===== src/logic/srw_pkg.sv =====
// Constants shared by the reset supervisor and its input filter
package srw_pkg;

    // ========================================================
    // Time base
    // ========================================================
    localparam int unsigned CLK_HZ         = 100_000_000;
    localparam int unsigned CLK_PER_MS     = CLK_HZ / 1000;
    localparam int unsigned CLK_MHZ        = CLK_HZ / 1_000_000;

    // ========================================================
    // Reset stretch, nominal 200 ms
    // ========================================================
    localparam int unsigned RST_TIMEOUT_MS  = 200;
    localparam int unsigned RST_TIMEOUT_CYC = RST_TIMEOUT_MS * CLK_PER_MS;

    // ========================================================
    // Watchdog timeout, typical 1.6 s
    // ========================================================
    localparam int unsigned WD_TIMEOUT_MS  = 1600;
    localparam int unsigned WD_TIMEOUT_CYC = WD_TIMEOUT_MS * CLK_PER_MS;

    // ========================================================
    // Manual request glitch rejection, 100 ns, rounded up
    // ========================================================
    localparam int unsigned MR_REJECT_NS  = 100;
    localparam int unsigned MR_REJECT_CYC = (MR_REJECT_NS * CLK_MHZ + 999) / 1000;

    // ========================================================
    // Counter widths
    // ========================================================
    localparam int unsigned TMR_W  = 32;
    localparam int unsigned FILT_W = 8;

    // ========================================================
    // Synchroniser lanes
    // ========================================================
    localparam int unsigned SYNC_N     = 4;
    localparam int unsigned LANE_SUPPLY = 0;
    localparam int unsigned LANE_MR     = 1;
    localparam int unsigned LANE_KICK   = 2;
    localparam int unsigned LANE_DRIVEN = 3;
    localparam logic [SYNC_N-1:0] SYNC_RST = 4'h2;

    // ========================================================
    // Sequencer states
    // ========================================================
    typedef enum logic [1:0] {
        ST_HOLD    = 2'b00,
        ST_STRETCH = 2'b01,
        ST_RUN     = 2'b10
    } srw_state_t;

endpackage


===== src/logic/srw_glitch_filter.sv =====
// Low-pulse rejection filter for the manual request input
`timescale 1ns/1ps
module srw_glitch_filter
    import srw_pkg::*;
#(
    parameter int unsigned REJECT_CYC = MR_REJECT_CYC
)
(
    // Clock and reset
    input  wire logic clk_sys_i,
    input  wire logic rst_i,
    // Synchronised active-low level
    input  wire logic level_n_i,
    // Filtered low indication
    output logic      low_o
);

    logic [FILT_W-1:0] cnt_ff;
    logic [FILT_W-1:0] nxt_cnt;
    logic              low_ff;
    logic              nxt_low;

    // ========================================================
    // Low must persist for the full count before it is accepted
    // ========================================================
    always_comb
    begin
        nxt_cnt = cnt_ff;
        nxt_low = low_ff;
        if (level_n_i)
        begin
            // Release is immediate; only assertion is filtered
            nxt_cnt = '0;
            nxt_low = 1'b0;
        end
        else if (cnt_ff >= FILT_W'(REJECT_CYC - 1))
        begin
            nxt_low = 1'b1;
        end
        else
        begin
            nxt_cnt = cnt_ff + FILT_W'(1);
        end
    end

    always_ff @(posedge clk_sys_i or posedge rst_i)
    begin
        if (rst_i)
        begin
            cnt_ff <= '0;
            low_ff <= 1'b0;
        end
        else
        begin
            cnt_ff <= nxt_cnt;
            low_ff <= nxt_low;
        end
    end

    assign low_o = low_ff;

endmodule


===== src/logic/srw_supervisor.sv =====
// Reset supervisor: supply, manual request and watchdog to reset pair
//
// Function
// - any source gives a 200 ms reset pulse
// - reset held 200 ms after source clears
// - active-high reset is complement of active-low
// - steady kick past timeout triggers reset
// - watchdog cleared by reset and kick edges
// - undriven kick line disables the watchdog
// - manual request low holds reset asserted
// - manual low pulses under 100 ns ignored
// - supply low asserts reset via the synchroniser, unfiltered
// - full timeout after supply recovers
// - watchdog counts only while reset released
`timescale 1ns/1ps
module srw_supervisor
    import srw_pkg::*;
#(
    parameter int unsigned RST_CYC    = RST_TIMEOUT_CYC,
    parameter int unsigned WD_CYC     = WD_TIMEOUT_CYC,
    parameter int unsigned REJECT_CYC = MR_REJECT_CYC
)
(
    // Clock and reset
    input  wire logic clk_sys_i,
    input  wire logic rst_i,

    // Reset sources
    input  wire logic supply_low_i,
    input  wire logic manual_request_n_i,

    // Watchdog
    input  wire logic watchdog_kick_in_i,
    input  wire logic watchdog_kick_driven_i,

    // Reset pair
    output logic      reset_n_o,
    output logic      reset_o
);

    // ========================================================
    // Declarations
    // ========================================================
    logic [SYNC_N-1:0] sync1_ff;
    logic [SYNC_N-1:0] sync2_ff;
    logic [SYNC_N-1:0] nxt_sync1;
    logic [SYNC_N-1:0] nxt_sync2;

    logic              kick_prev_ff;
    logic              nxt_kick_prev;

    logic              supply_low_s;
    logic              mr_n_s;
    logic              kick_s;
    logic              kick_drv_s;

    logic              mr_low;
    logic              src_hold;
    logic              kick_edge;
    logic              wd_enabled;

    srw_state_t        state_ff;
    srw_state_t        nxt_state;
    logic [TMR_W-1:0]  stretch_ff;
    logic [TMR_W-1:0]  nxt_stretch;

    logic [TMR_W-1:0]  wd_cnt_ff;
    logic [TMR_W-1:0]  nxt_wd_cnt;
    logic              wd_expire;

    logic              reset_n_ff;
    logic              reset_ff;
    logic              nxt_reset_n;
    logic              nxt_reset;

    // ========================================================
    // Decoding shared by outputs and watchdog
    // ========================================================
    function automatic logic is_released(input srw_state_t st);
        is_released = (st == ST_RUN);
    endfunction

    // ========================================================
    // Pin synchronisers
    // ========================================================
    wire logic [SYNC_N-1:0] pins = {
        watchdog_kick_driven_i,
        watchdog_kick_in_i,
        manual_request_n_i,
        supply_low_i
    };

    // First stage feeds only the second stage
    genvar g;
    generate
        for (g = 0; g < SYNC_N; g++)
        begin : g_sync
            always_comb
            begin
                nxt_sync1[g] = pins[g];
                nxt_sync2[g] = sync1_ff[g];
            end
        end
    endgenerate

    always_ff @(posedge clk_sys_i or posedge rst_i)
    begin
        if (rst_i)
        begin
            sync1_ff <= SYNC_RST;
            sync2_ff <= SYNC_RST;
        end
        else
        begin
            sync1_ff <= nxt_sync1;
            sync2_ff <= nxt_sync2;
        end
    end

    // ========================================================
    // Synchronised pin levels
    // ========================================================
    // Named taps keep the lane numbering in one place
    always_comb
    begin
        supply_low_s = sync2_ff[LANE_SUPPLY];
        mr_n_s       = sync2_ff[LANE_MR];
        kick_s       = sync2_ff[LANE_KICK];
        kick_drv_s   = sync2_ff[LANE_DRIVEN];
    end

    // ========================================================
    // Manual request filter
    // ========================================================
    // Reads the pin as released until the synchronised pin level is seen
    srw_glitch_filter #(
        .REJECT_CYC (REJECT_CYC)
    ) u_mr_filter (
        .clk_sys_i  (clk_sys_i),
        .rst_i      (rst_i),
        .level_n_i  (mr_n_s),
        .low_o      (mr_low)
    );

    // ========================================================
    // Source combination
    // ========================================================
    always_comb
    begin
        src_hold      = supply_low_s | mr_low;
        nxt_kick_prev = kick_s;
        kick_edge     = kick_s ^ kick_prev_ff;
        wd_enabled    = kick_drv_s;
    end

    always_ff @(posedge clk_sys_i or posedge rst_i)
    begin
        if (rst_i)
        begin
            kick_prev_ff <= 1'b0;
        end
        else
        begin
            kick_prev_ff <= nxt_kick_prev;
        end
    end

    // ========================================================
    // Watchdog timer
    // ========================================================
    always_comb
    begin
        nxt_wd_cnt = wd_cnt_ff;
        wd_expire  = 1'b0;
        // Undriven kick line parks the count, so a floating pin cannot fire it
        if (!is_released(state_ff) || kick_edge || !wd_enabled)
        begin
            // Restarts from zero on each release
            nxt_wd_cnt = '0;
        end
        else if (wd_cnt_ff >= TMR_W'(WD_CYC - 1))
        begin
            wd_expire  = 1'b1;
            nxt_wd_cnt = '0;
        end
        else
        begin
            nxt_wd_cnt = wd_cnt_ff + TMR_W'(1);
        end
    end

    always_ff @(posedge clk_sys_i or posedge rst_i)
    begin
        if (rst_i)
        begin
            wd_cnt_ff <= '0;
        end
        else
        begin
            wd_cnt_ff <= nxt_wd_cnt;
        end
    end

    // ========================================================
    // Reset sequencer
    // ========================================================
    // Power-up starts in the stretch so the load sees a full pulse
    always_comb
    begin
        nxt_state   = state_ff;
        nxt_stretch = stretch_ff;
        case (state_ff)
            ST_HOLD:
            begin
                nxt_stretch = '0;
                if (!src_hold)
                begin
                    nxt_state = ST_STRETCH;
                end
            end
            ST_STRETCH:
            begin
                // A source returning mid-stretch restarts the full timeout
                if (src_hold)
                begin
                    nxt_state   = ST_HOLD;
                    nxt_stretch = '0;
                end
                else if (stretch_ff >= TMR_W'(RST_CYC - 1))
                begin
                    nxt_state   = ST_RUN;
                    nxt_stretch = '0;
                end
                else
                begin
                    nxt_stretch = stretch_ff + TMR_W'(1);
                end
            end
            ST_RUN:
            begin
                nxt_stretch = '0;
                if (src_hold)
                begin
                    nxt_state = ST_HOLD;
                end
                else if (wd_expire)
                begin
                    nxt_state = ST_STRETCH;
                end
            end
            default:
            begin
                nxt_state   = ST_HOLD;
                nxt_stretch = '0;
            end
        endcase
    end

    always_ff @(posedge clk_sys_i or posedge rst_i)
    begin
        if (rst_i)
        begin
            state_ff   <= ST_STRETCH;
            stretch_ff <= '0;
        end
        else
        begin
            state_ff   <= nxt_state;
            stretch_ff <= nxt_stretch;
        end
    end

    // ========================================================
    // Output pair
    // ========================================================
    // Both taken from the next state so neither lags the other
    always_comb
    begin
        nxt_reset_n = is_released(nxt_state);
        nxt_reset   = ~is_released(nxt_state);
    end

    always_ff @(posedge clk_sys_i or posedge rst_i)
    begin
        if (rst_i)
        begin
            reset_n_ff <= 1'b0;
            reset_ff   <= 1'b1;
        end
        else
        begin
            reset_n_ff <= nxt_reset_n;
            reset_ff   <= nxt_reset;
        end
    end

    assign reset_n_o = reset_n_ff;
    assign reset_o   = reset_ff;

endmodule


===== config.mk =====
export PLATFORM = sky130hd
export DESIGN_NAME = srw_supervisor
export DESIGN_NICKNAME = d
export VERILOG_FILES = /design/src/logic/srw_pkg.sv /design/src/logic/srw_glitch_filter.sv /design/src/logic/srw_supervisor.sv
export SDC_FILE = /design/constraint.sdc
export NUM_CORES = 1
export LEC_CHECK = 0
export BUFFER_PORTS_ARGS = -buffer_cell sky130_fd_sc_hd__buf_4
export CAP_MARGIN = 40
export CORE_UTILIZATION = 66
export DETAILED_ROUTE_END_ITERATION = 7
export PLACE_DENSITY = 0.83
export SLEW_MARGIN = 25
export SYNTH_ARGS = -nofsm -noshare
export SYNTH_HDL_FRONTEND = slang
export SYNTH_SLANG_ARGS = --single-unit

===== constraint.sdc =====
create_clock -name clk_sys_i -period 4.8 [get_ports clk_sys_i]
set_input_delay 0.96 -clock clk_sys_i [delete_from_list [all_inputs] [get_ports clk_sys_i]]
set_output_delay 0.96 -clock clk_sys_i [all_outputs]
set_load 0.05 [all_outputs]

; ---- Word-level counts from Yosys, hierarchy flattened
; Index checks and enable logic that the tools add are counted.
[word_totals]
regBits = 86
elab_cells = 46
input_bits = 6
[op_classes]
bitwise = 3
add_sub_neg = 3
n_eq_ne = 4
mux = 17
reduce_logical = 6
magnitude_cmp = 3
[op_table]
columns = cell, n
row1 = 32-bit two-way mux, 5
row2 = "32-bit by 1-bit adder with 32-bit output, second input constant", 2
row3 = "32-bit by 25-bit greater-or-equal comparator with 1-bit output, second input constant", 1
row4 = "32-bit by 28-bit greater-or-equal comparator with 1-bit output, second input constant", 1
row5 = 8-bit two-way mux, 2
row6 = 2-bit two-way mux, 5
row7 = "8-bit by 1-bit adder with 8-bit output, second input constant", 1
row8 = "8-bit by 4-bit greater-or-equal comparator with 1-bit output, second input constant", 1
row9 = 2-bit one-hot mux with 3 select lines, 1
row10 = "2-bit equality test, second input constant", 2
row11 = 1-bit two-way mux, 4
row12 = "2-bit by 1-bit equality test with 1-bit output, second input constant", 1
row13 = 1-bit zero test, 2
row14 = 2-bit zero test, 1
row15 = 1-bit logical OR, 2
row16 = "2-bit != test, second input constant", 1
row17 = 2-bit nonzero test, 1
row18 = 1-bit inverter, 1
row19 = 1-bit bitwise OR, 1
row20 = 1-bit XOR, 1

; ---- Logic depth before layout (Yosys ltp)
[depth]
depth_word = 10
ltp_mapped = 7

; ---- By module
; From an unflattened synthesis, not the netlist that was laid out.
[hier_totals]
cells_unflattened = 362
area_unflattened_um2 = 3865.0
[by_module_without_submodules]
columns = mod, n_inst, area_per_inst_um2, seq_area_each_um2, cells_per_inst
row1 = srw_supervisor, 1, 3417.0, 1931.9, 323
row2 = srw_glitch_filter, 1, 447.9, 225.2, 39

; ---- Worst setup path after synthesis
; Ideal clock, no wire load.
[synth_path]
path_kind = register -> register
startpoint = register stretch_ff[30]
endpoint = register stretch_ff[24]
setup_slack_ns = 3.016
t_required_ns = 4.727
path_buffers = 1
path_stages_with_launch = 7
synth_period_minus_slack_ns = 1.784
t_arrival_ns = 1.711
path_cell_list = dfrtp_1 or4_1 nor4_2 nand3_1 a211o_4 buf_6 nor2_1
[synth_via]
elab_chain_cells = 4
[synth_rtl]
columns = item, line_no
row1 = from (decl), srw_supervisor.sv:64  ; logic [TMR_W-1:0] stretch_ff;
row2 = from (signal assigned), srw_supervisor.sv:269  ; stretch_ff <= nxt_stretch;
row3 = 32-bit by 25-bit greater-or-equal comparator with 1-bit output, srw_supervisor.sv:229  ; else if (stretch_ff >= TMR_W'(RST_CYC - 1))
row4 = 32-bit two-way mux, srw_supervisor.sv:229
row5 = 32-bit two-way mux, srw_supervisor.sv:224  ; if (src_hold)
row6 = 32-bit two-way mux, srw_supervisor.sv:212  ; case (state_ff)
row7 = net nxt_stretch[24], srw_supervisor.sv:65  ; logic [TMR_W-1:0] nxt_stretch;
; The timed path passes the listed nets, and every way through them passes these cells.
; A chain may end at the register's enable or synchronous reset.

; ---- Worst setup path after layout
[layout_path]
startpoint = register wd_cnt_ff[0]
endpoint = register state_ff[1]
[layout_via]
elab_chain_cells = 6
[layout_rtl]
columns = item, line_no
row1 = from (decl), srw_supervisor.sv:67  ; logic [TMR_W-1:0] wd_cnt_ff;
row2 = from (signal assigned), srw_supervisor.sv:200  ; wd_cnt_ff <= nxt_wd_cnt;
row3 = 32-bit by 28-bit greater-or-equal comparator with 1-bit output, srw_supervisor.sv:181  ; else if (wd_cnt_ff >= TMR_W'(WD_CYC - 1))
row4 = 1-bit two-way mux, srw_supervisor.sv:181
row5 = 1-bit two-way mux, srw_supervisor.sv:176  ; if (!is_released(state_ff) || kick_edge || !wd_enabled)
row6 = 2-bit two-way mux, srw_supervisor.sv:246  ; else if (wd_expire)
row7 = 2-bit two-way mux, srw_supervisor.sv:242  ; if (src_hold)
row8 = 2-bit one-hot mux with 3 select lines, srw_supervisor.sv:212
row9 = net nxt_state[1], srw_supervisor.sv:63  ; srw_state_t nxt_state;
row10 = to (signal assigned), srw_supervisor.sv:268  ; state_ff <= nxt_state;
row11 = to (decl), srw_supervisor.sv:62  ; srw_state_t state_ff;
; The timed path passes the listed nets, and every way through them passes these cells.

==> impl_metrics.yaml <==
critical_path:
  cp.required_ps: 5010
  endpoint_kind: "register"
  setup.worst_path.class: "register to register"
  worst_ep_arrival_time_ps: 2360
  critical_path.max_fanout: 5
  start_kind: "register"
  reg2reg_slack_ps: 2650
sta:
  hold_slack_ps: 362
  tightest_slew_ps: 713
  maxSlewHeadroom_pct: 52.0
  maxSlewViolCount: 0
  rsz0062_at_grt: "no"
  finalCriticalPeriod_ps: 2150
  setup_viol: 0
  layout_setup_ws_ps: 2650
  fmax_mhz: 466
  period_share_pct: 44.7
  fin_setup_tns_ps: 0
  hold_violations: 0
  fin_worst_skew_ps: 12.1
cts:
  cts.path.max_buffers: 2
  cts_resized: 0
  cts_tree: "done"
  cts_sinks: 86
  postCtsHoldBufs: 0
  clock_latency_ps: 350
  ctsRootBufferMaster: "clkbuf_8"
  numCtsBuffers: 9
  postCtsSetupRepairBufs: 0
  htree_levels: 3
  clk_transition_reported_paths_ps: 80
synthesis:
  synthTopCellsByArea: "dfrtp_1, nor2_1, xor2_1"
  synth-edff-count: 0
  synth.yosys.warnings: 0
  syn_area_mm2: 0.00375
  synth_cell_types: 44
  synth_top_cell_by_area: "dfrtp_1"
  yosysMostFrequentCell: "dfrtp_1"
  ys_ff_latch: 86
  synthFlopType: "dfrtp_1"
  yosysTopAreaCellShare_pct: 54.8
  synthCells: 352
  synthTopCellsByCount: "dfrtp_1, nor2_1, xor2_1"
  async_flop_share_pct: 100
  syn_area_per_cell_um2: 10.6
  ys_seq_area_share_pct: 57.6
global_routing:
  track_usage_pct: 25.5
  grt_max_degree: 43
  grt_overflow: 0
  grt_pass1_wl_mm: 11.8
  grt_pass1_vias: 2630
  antenna_found_initial: 0
placement:
  io_buffers: 7
  gp_congestion: 0.812
  dp_hpwl_mm: 4.46
  place_ws_ps: 2690
job:
  cap_violations: 0
floorplan:
  die_area_mm2: 0.00598
  initial_core_util_pct: 68.5
  die_h_um: 77.4
  die_w_um: 77.4
  io_pins: 8
  core_mm2: 0.00547
  num_rows: 27
layout:
  final_util_pct: 75.8
  diodes: 0
  final_layout_size_suffix_gt1_share_pct: 10.7
  area.growth.synth_to_final_pct: 10.7
  nNetsFinal: 390
detailed_routing:
  wl_per_cell_um: 14.3
  dr.first_iter.drc_count: 156
  viasPerCell: 5.57
  vias: 2541
  postRouteAntennaNets: 0
  routed_wl_mm: 6.50
  first_pass_iters: 4
  post-route-drc-count: 0
worst_hold_path:
  hold_class: "register to register"
power:
  vdd.ir_drop.worst_uv: 261
  total_power_mw: 1.33
  p_leak_nw: 1.73
  cellPowerDensity_mw_per_mm2: 320
run_status:
  status: "complete, no violations"
==> layer usage <==
layer  track usage, %  wire [um]  vias to the layer above
met4             9.62         51                        0
met2             40.4       3270                       44
met1             33.4       2950                     1253
met5                0          0                        -
li1                 -          -                     1238
met3             7.41        233                        6
==> worst max-delay path, stage by stage, from the launching register on <==
cell and delay, ps:
dfrtp_1 390, ha_1 200, nand3_1 190, nor4_1 320, o2111ai_1 200, a21boi_0 530, o22ai_1 180
==> cells in the final DEF, fill, tap and decap left out, drive strengths merged, types with 4 or more instances in the layout <==
cell type | Yosys | routed
dfrtp | 82 | 82
conb | 1 | 11
xor2 | 32 | 32
nor2b | 4 | 4
nor4 | 6 | 6
nor3 | 7 | 7
xnor2 | 18 | 18
nand3 | 25 | 25
clkbuf | 2 | 11
nor2 | 75 | 75
buf | 4 | 12
nand4 | 15 | 15
ha | 5 | 5
dfstp | 4 | 4
nand2 | 18 | 18
inv | 10 | 10
and3 | 6 | 6
a21oi | 4 | 4
==> sequential cells by signal, indices dropped and copies added (netlist names) <==
signal,cells
wd_cnt_ff,32
sync2_ff,4
state_ff,2
u_mr_filter.low_o,1
u_mr_filter.cnt_ff,8
stretch_ff,32
reset_n_o,1
kick_prev_ff,1
reset_o,1
nxt_sync2,4
==> final timing paths <==
path | startpoint | depth (start not counted) | endpoint
max in group asynchronous | rst_i | 4 | sync2_ff[1]
worst min-delay path | nxt_sync2[2] | 0 | sync2_ff[2]
worst max-delay path | wd_cnt_ff[0] | 6 | state_ff[1]
min in group asynchronous | rst_i | 2 | stretch_ff[0]
worst min register to register | nxt_sync2[2] | 0 | sync2_ff[2]
worst max register to register | wd_cnt_ff[0] | 6 | state_ff[1]
==> cell families after synthesis <==
| logic type | Yosys count | synth area share [%] |
|---|---|---|
| AO/OA/AOI/OAI | 23 | 4.47 |
| flip-flops | 86 | 57.6 |
| buffers and inverters | 16 | 2.07 |
| XOR/XNOR | 50 | 11.7 |
| adder cells (fa/ha/maj) | 5 | 1.67 |
| other | 1 | 0.100 |
| AND/OR/NAND/NOR | 171 | 22.4 |
==> layout make-up <==
cell class | count | area [um^2]
inverters | 10 | 38.8
well taps | 72 | 90.1
repair buffers | 12 | 105
clock buffers | 11 | 151
fillers | 376 | 1320
flip-flops and latches | 86 | 2160
multi-input cells | 260 | 1550
clock inverters | 5 | 56.3
==> metrics by stage <==
stage | instance area [um^2] | instances
after floorplan | 3780 | 362
after global placement | 3900 | 436
after detailed placement | 3940 | 440
after CTS | 4150 | 456
after global routing | 4150 | 456
final | 4150 | 456
==> where the power goes <==
| part | internal [mW] | total, mW | switching (mW) |
|---|---|---|---|
| clock network | 0.269 | 0.520 | 0.251 |
| registers | 0.742 | 0.753 | 0.0106 |
| logic | 0.0184 | 0.0541 | 0.0357 |
| total | 1.03 | 1.33 | 0.297 |
(Power assumes the default switching activity.)
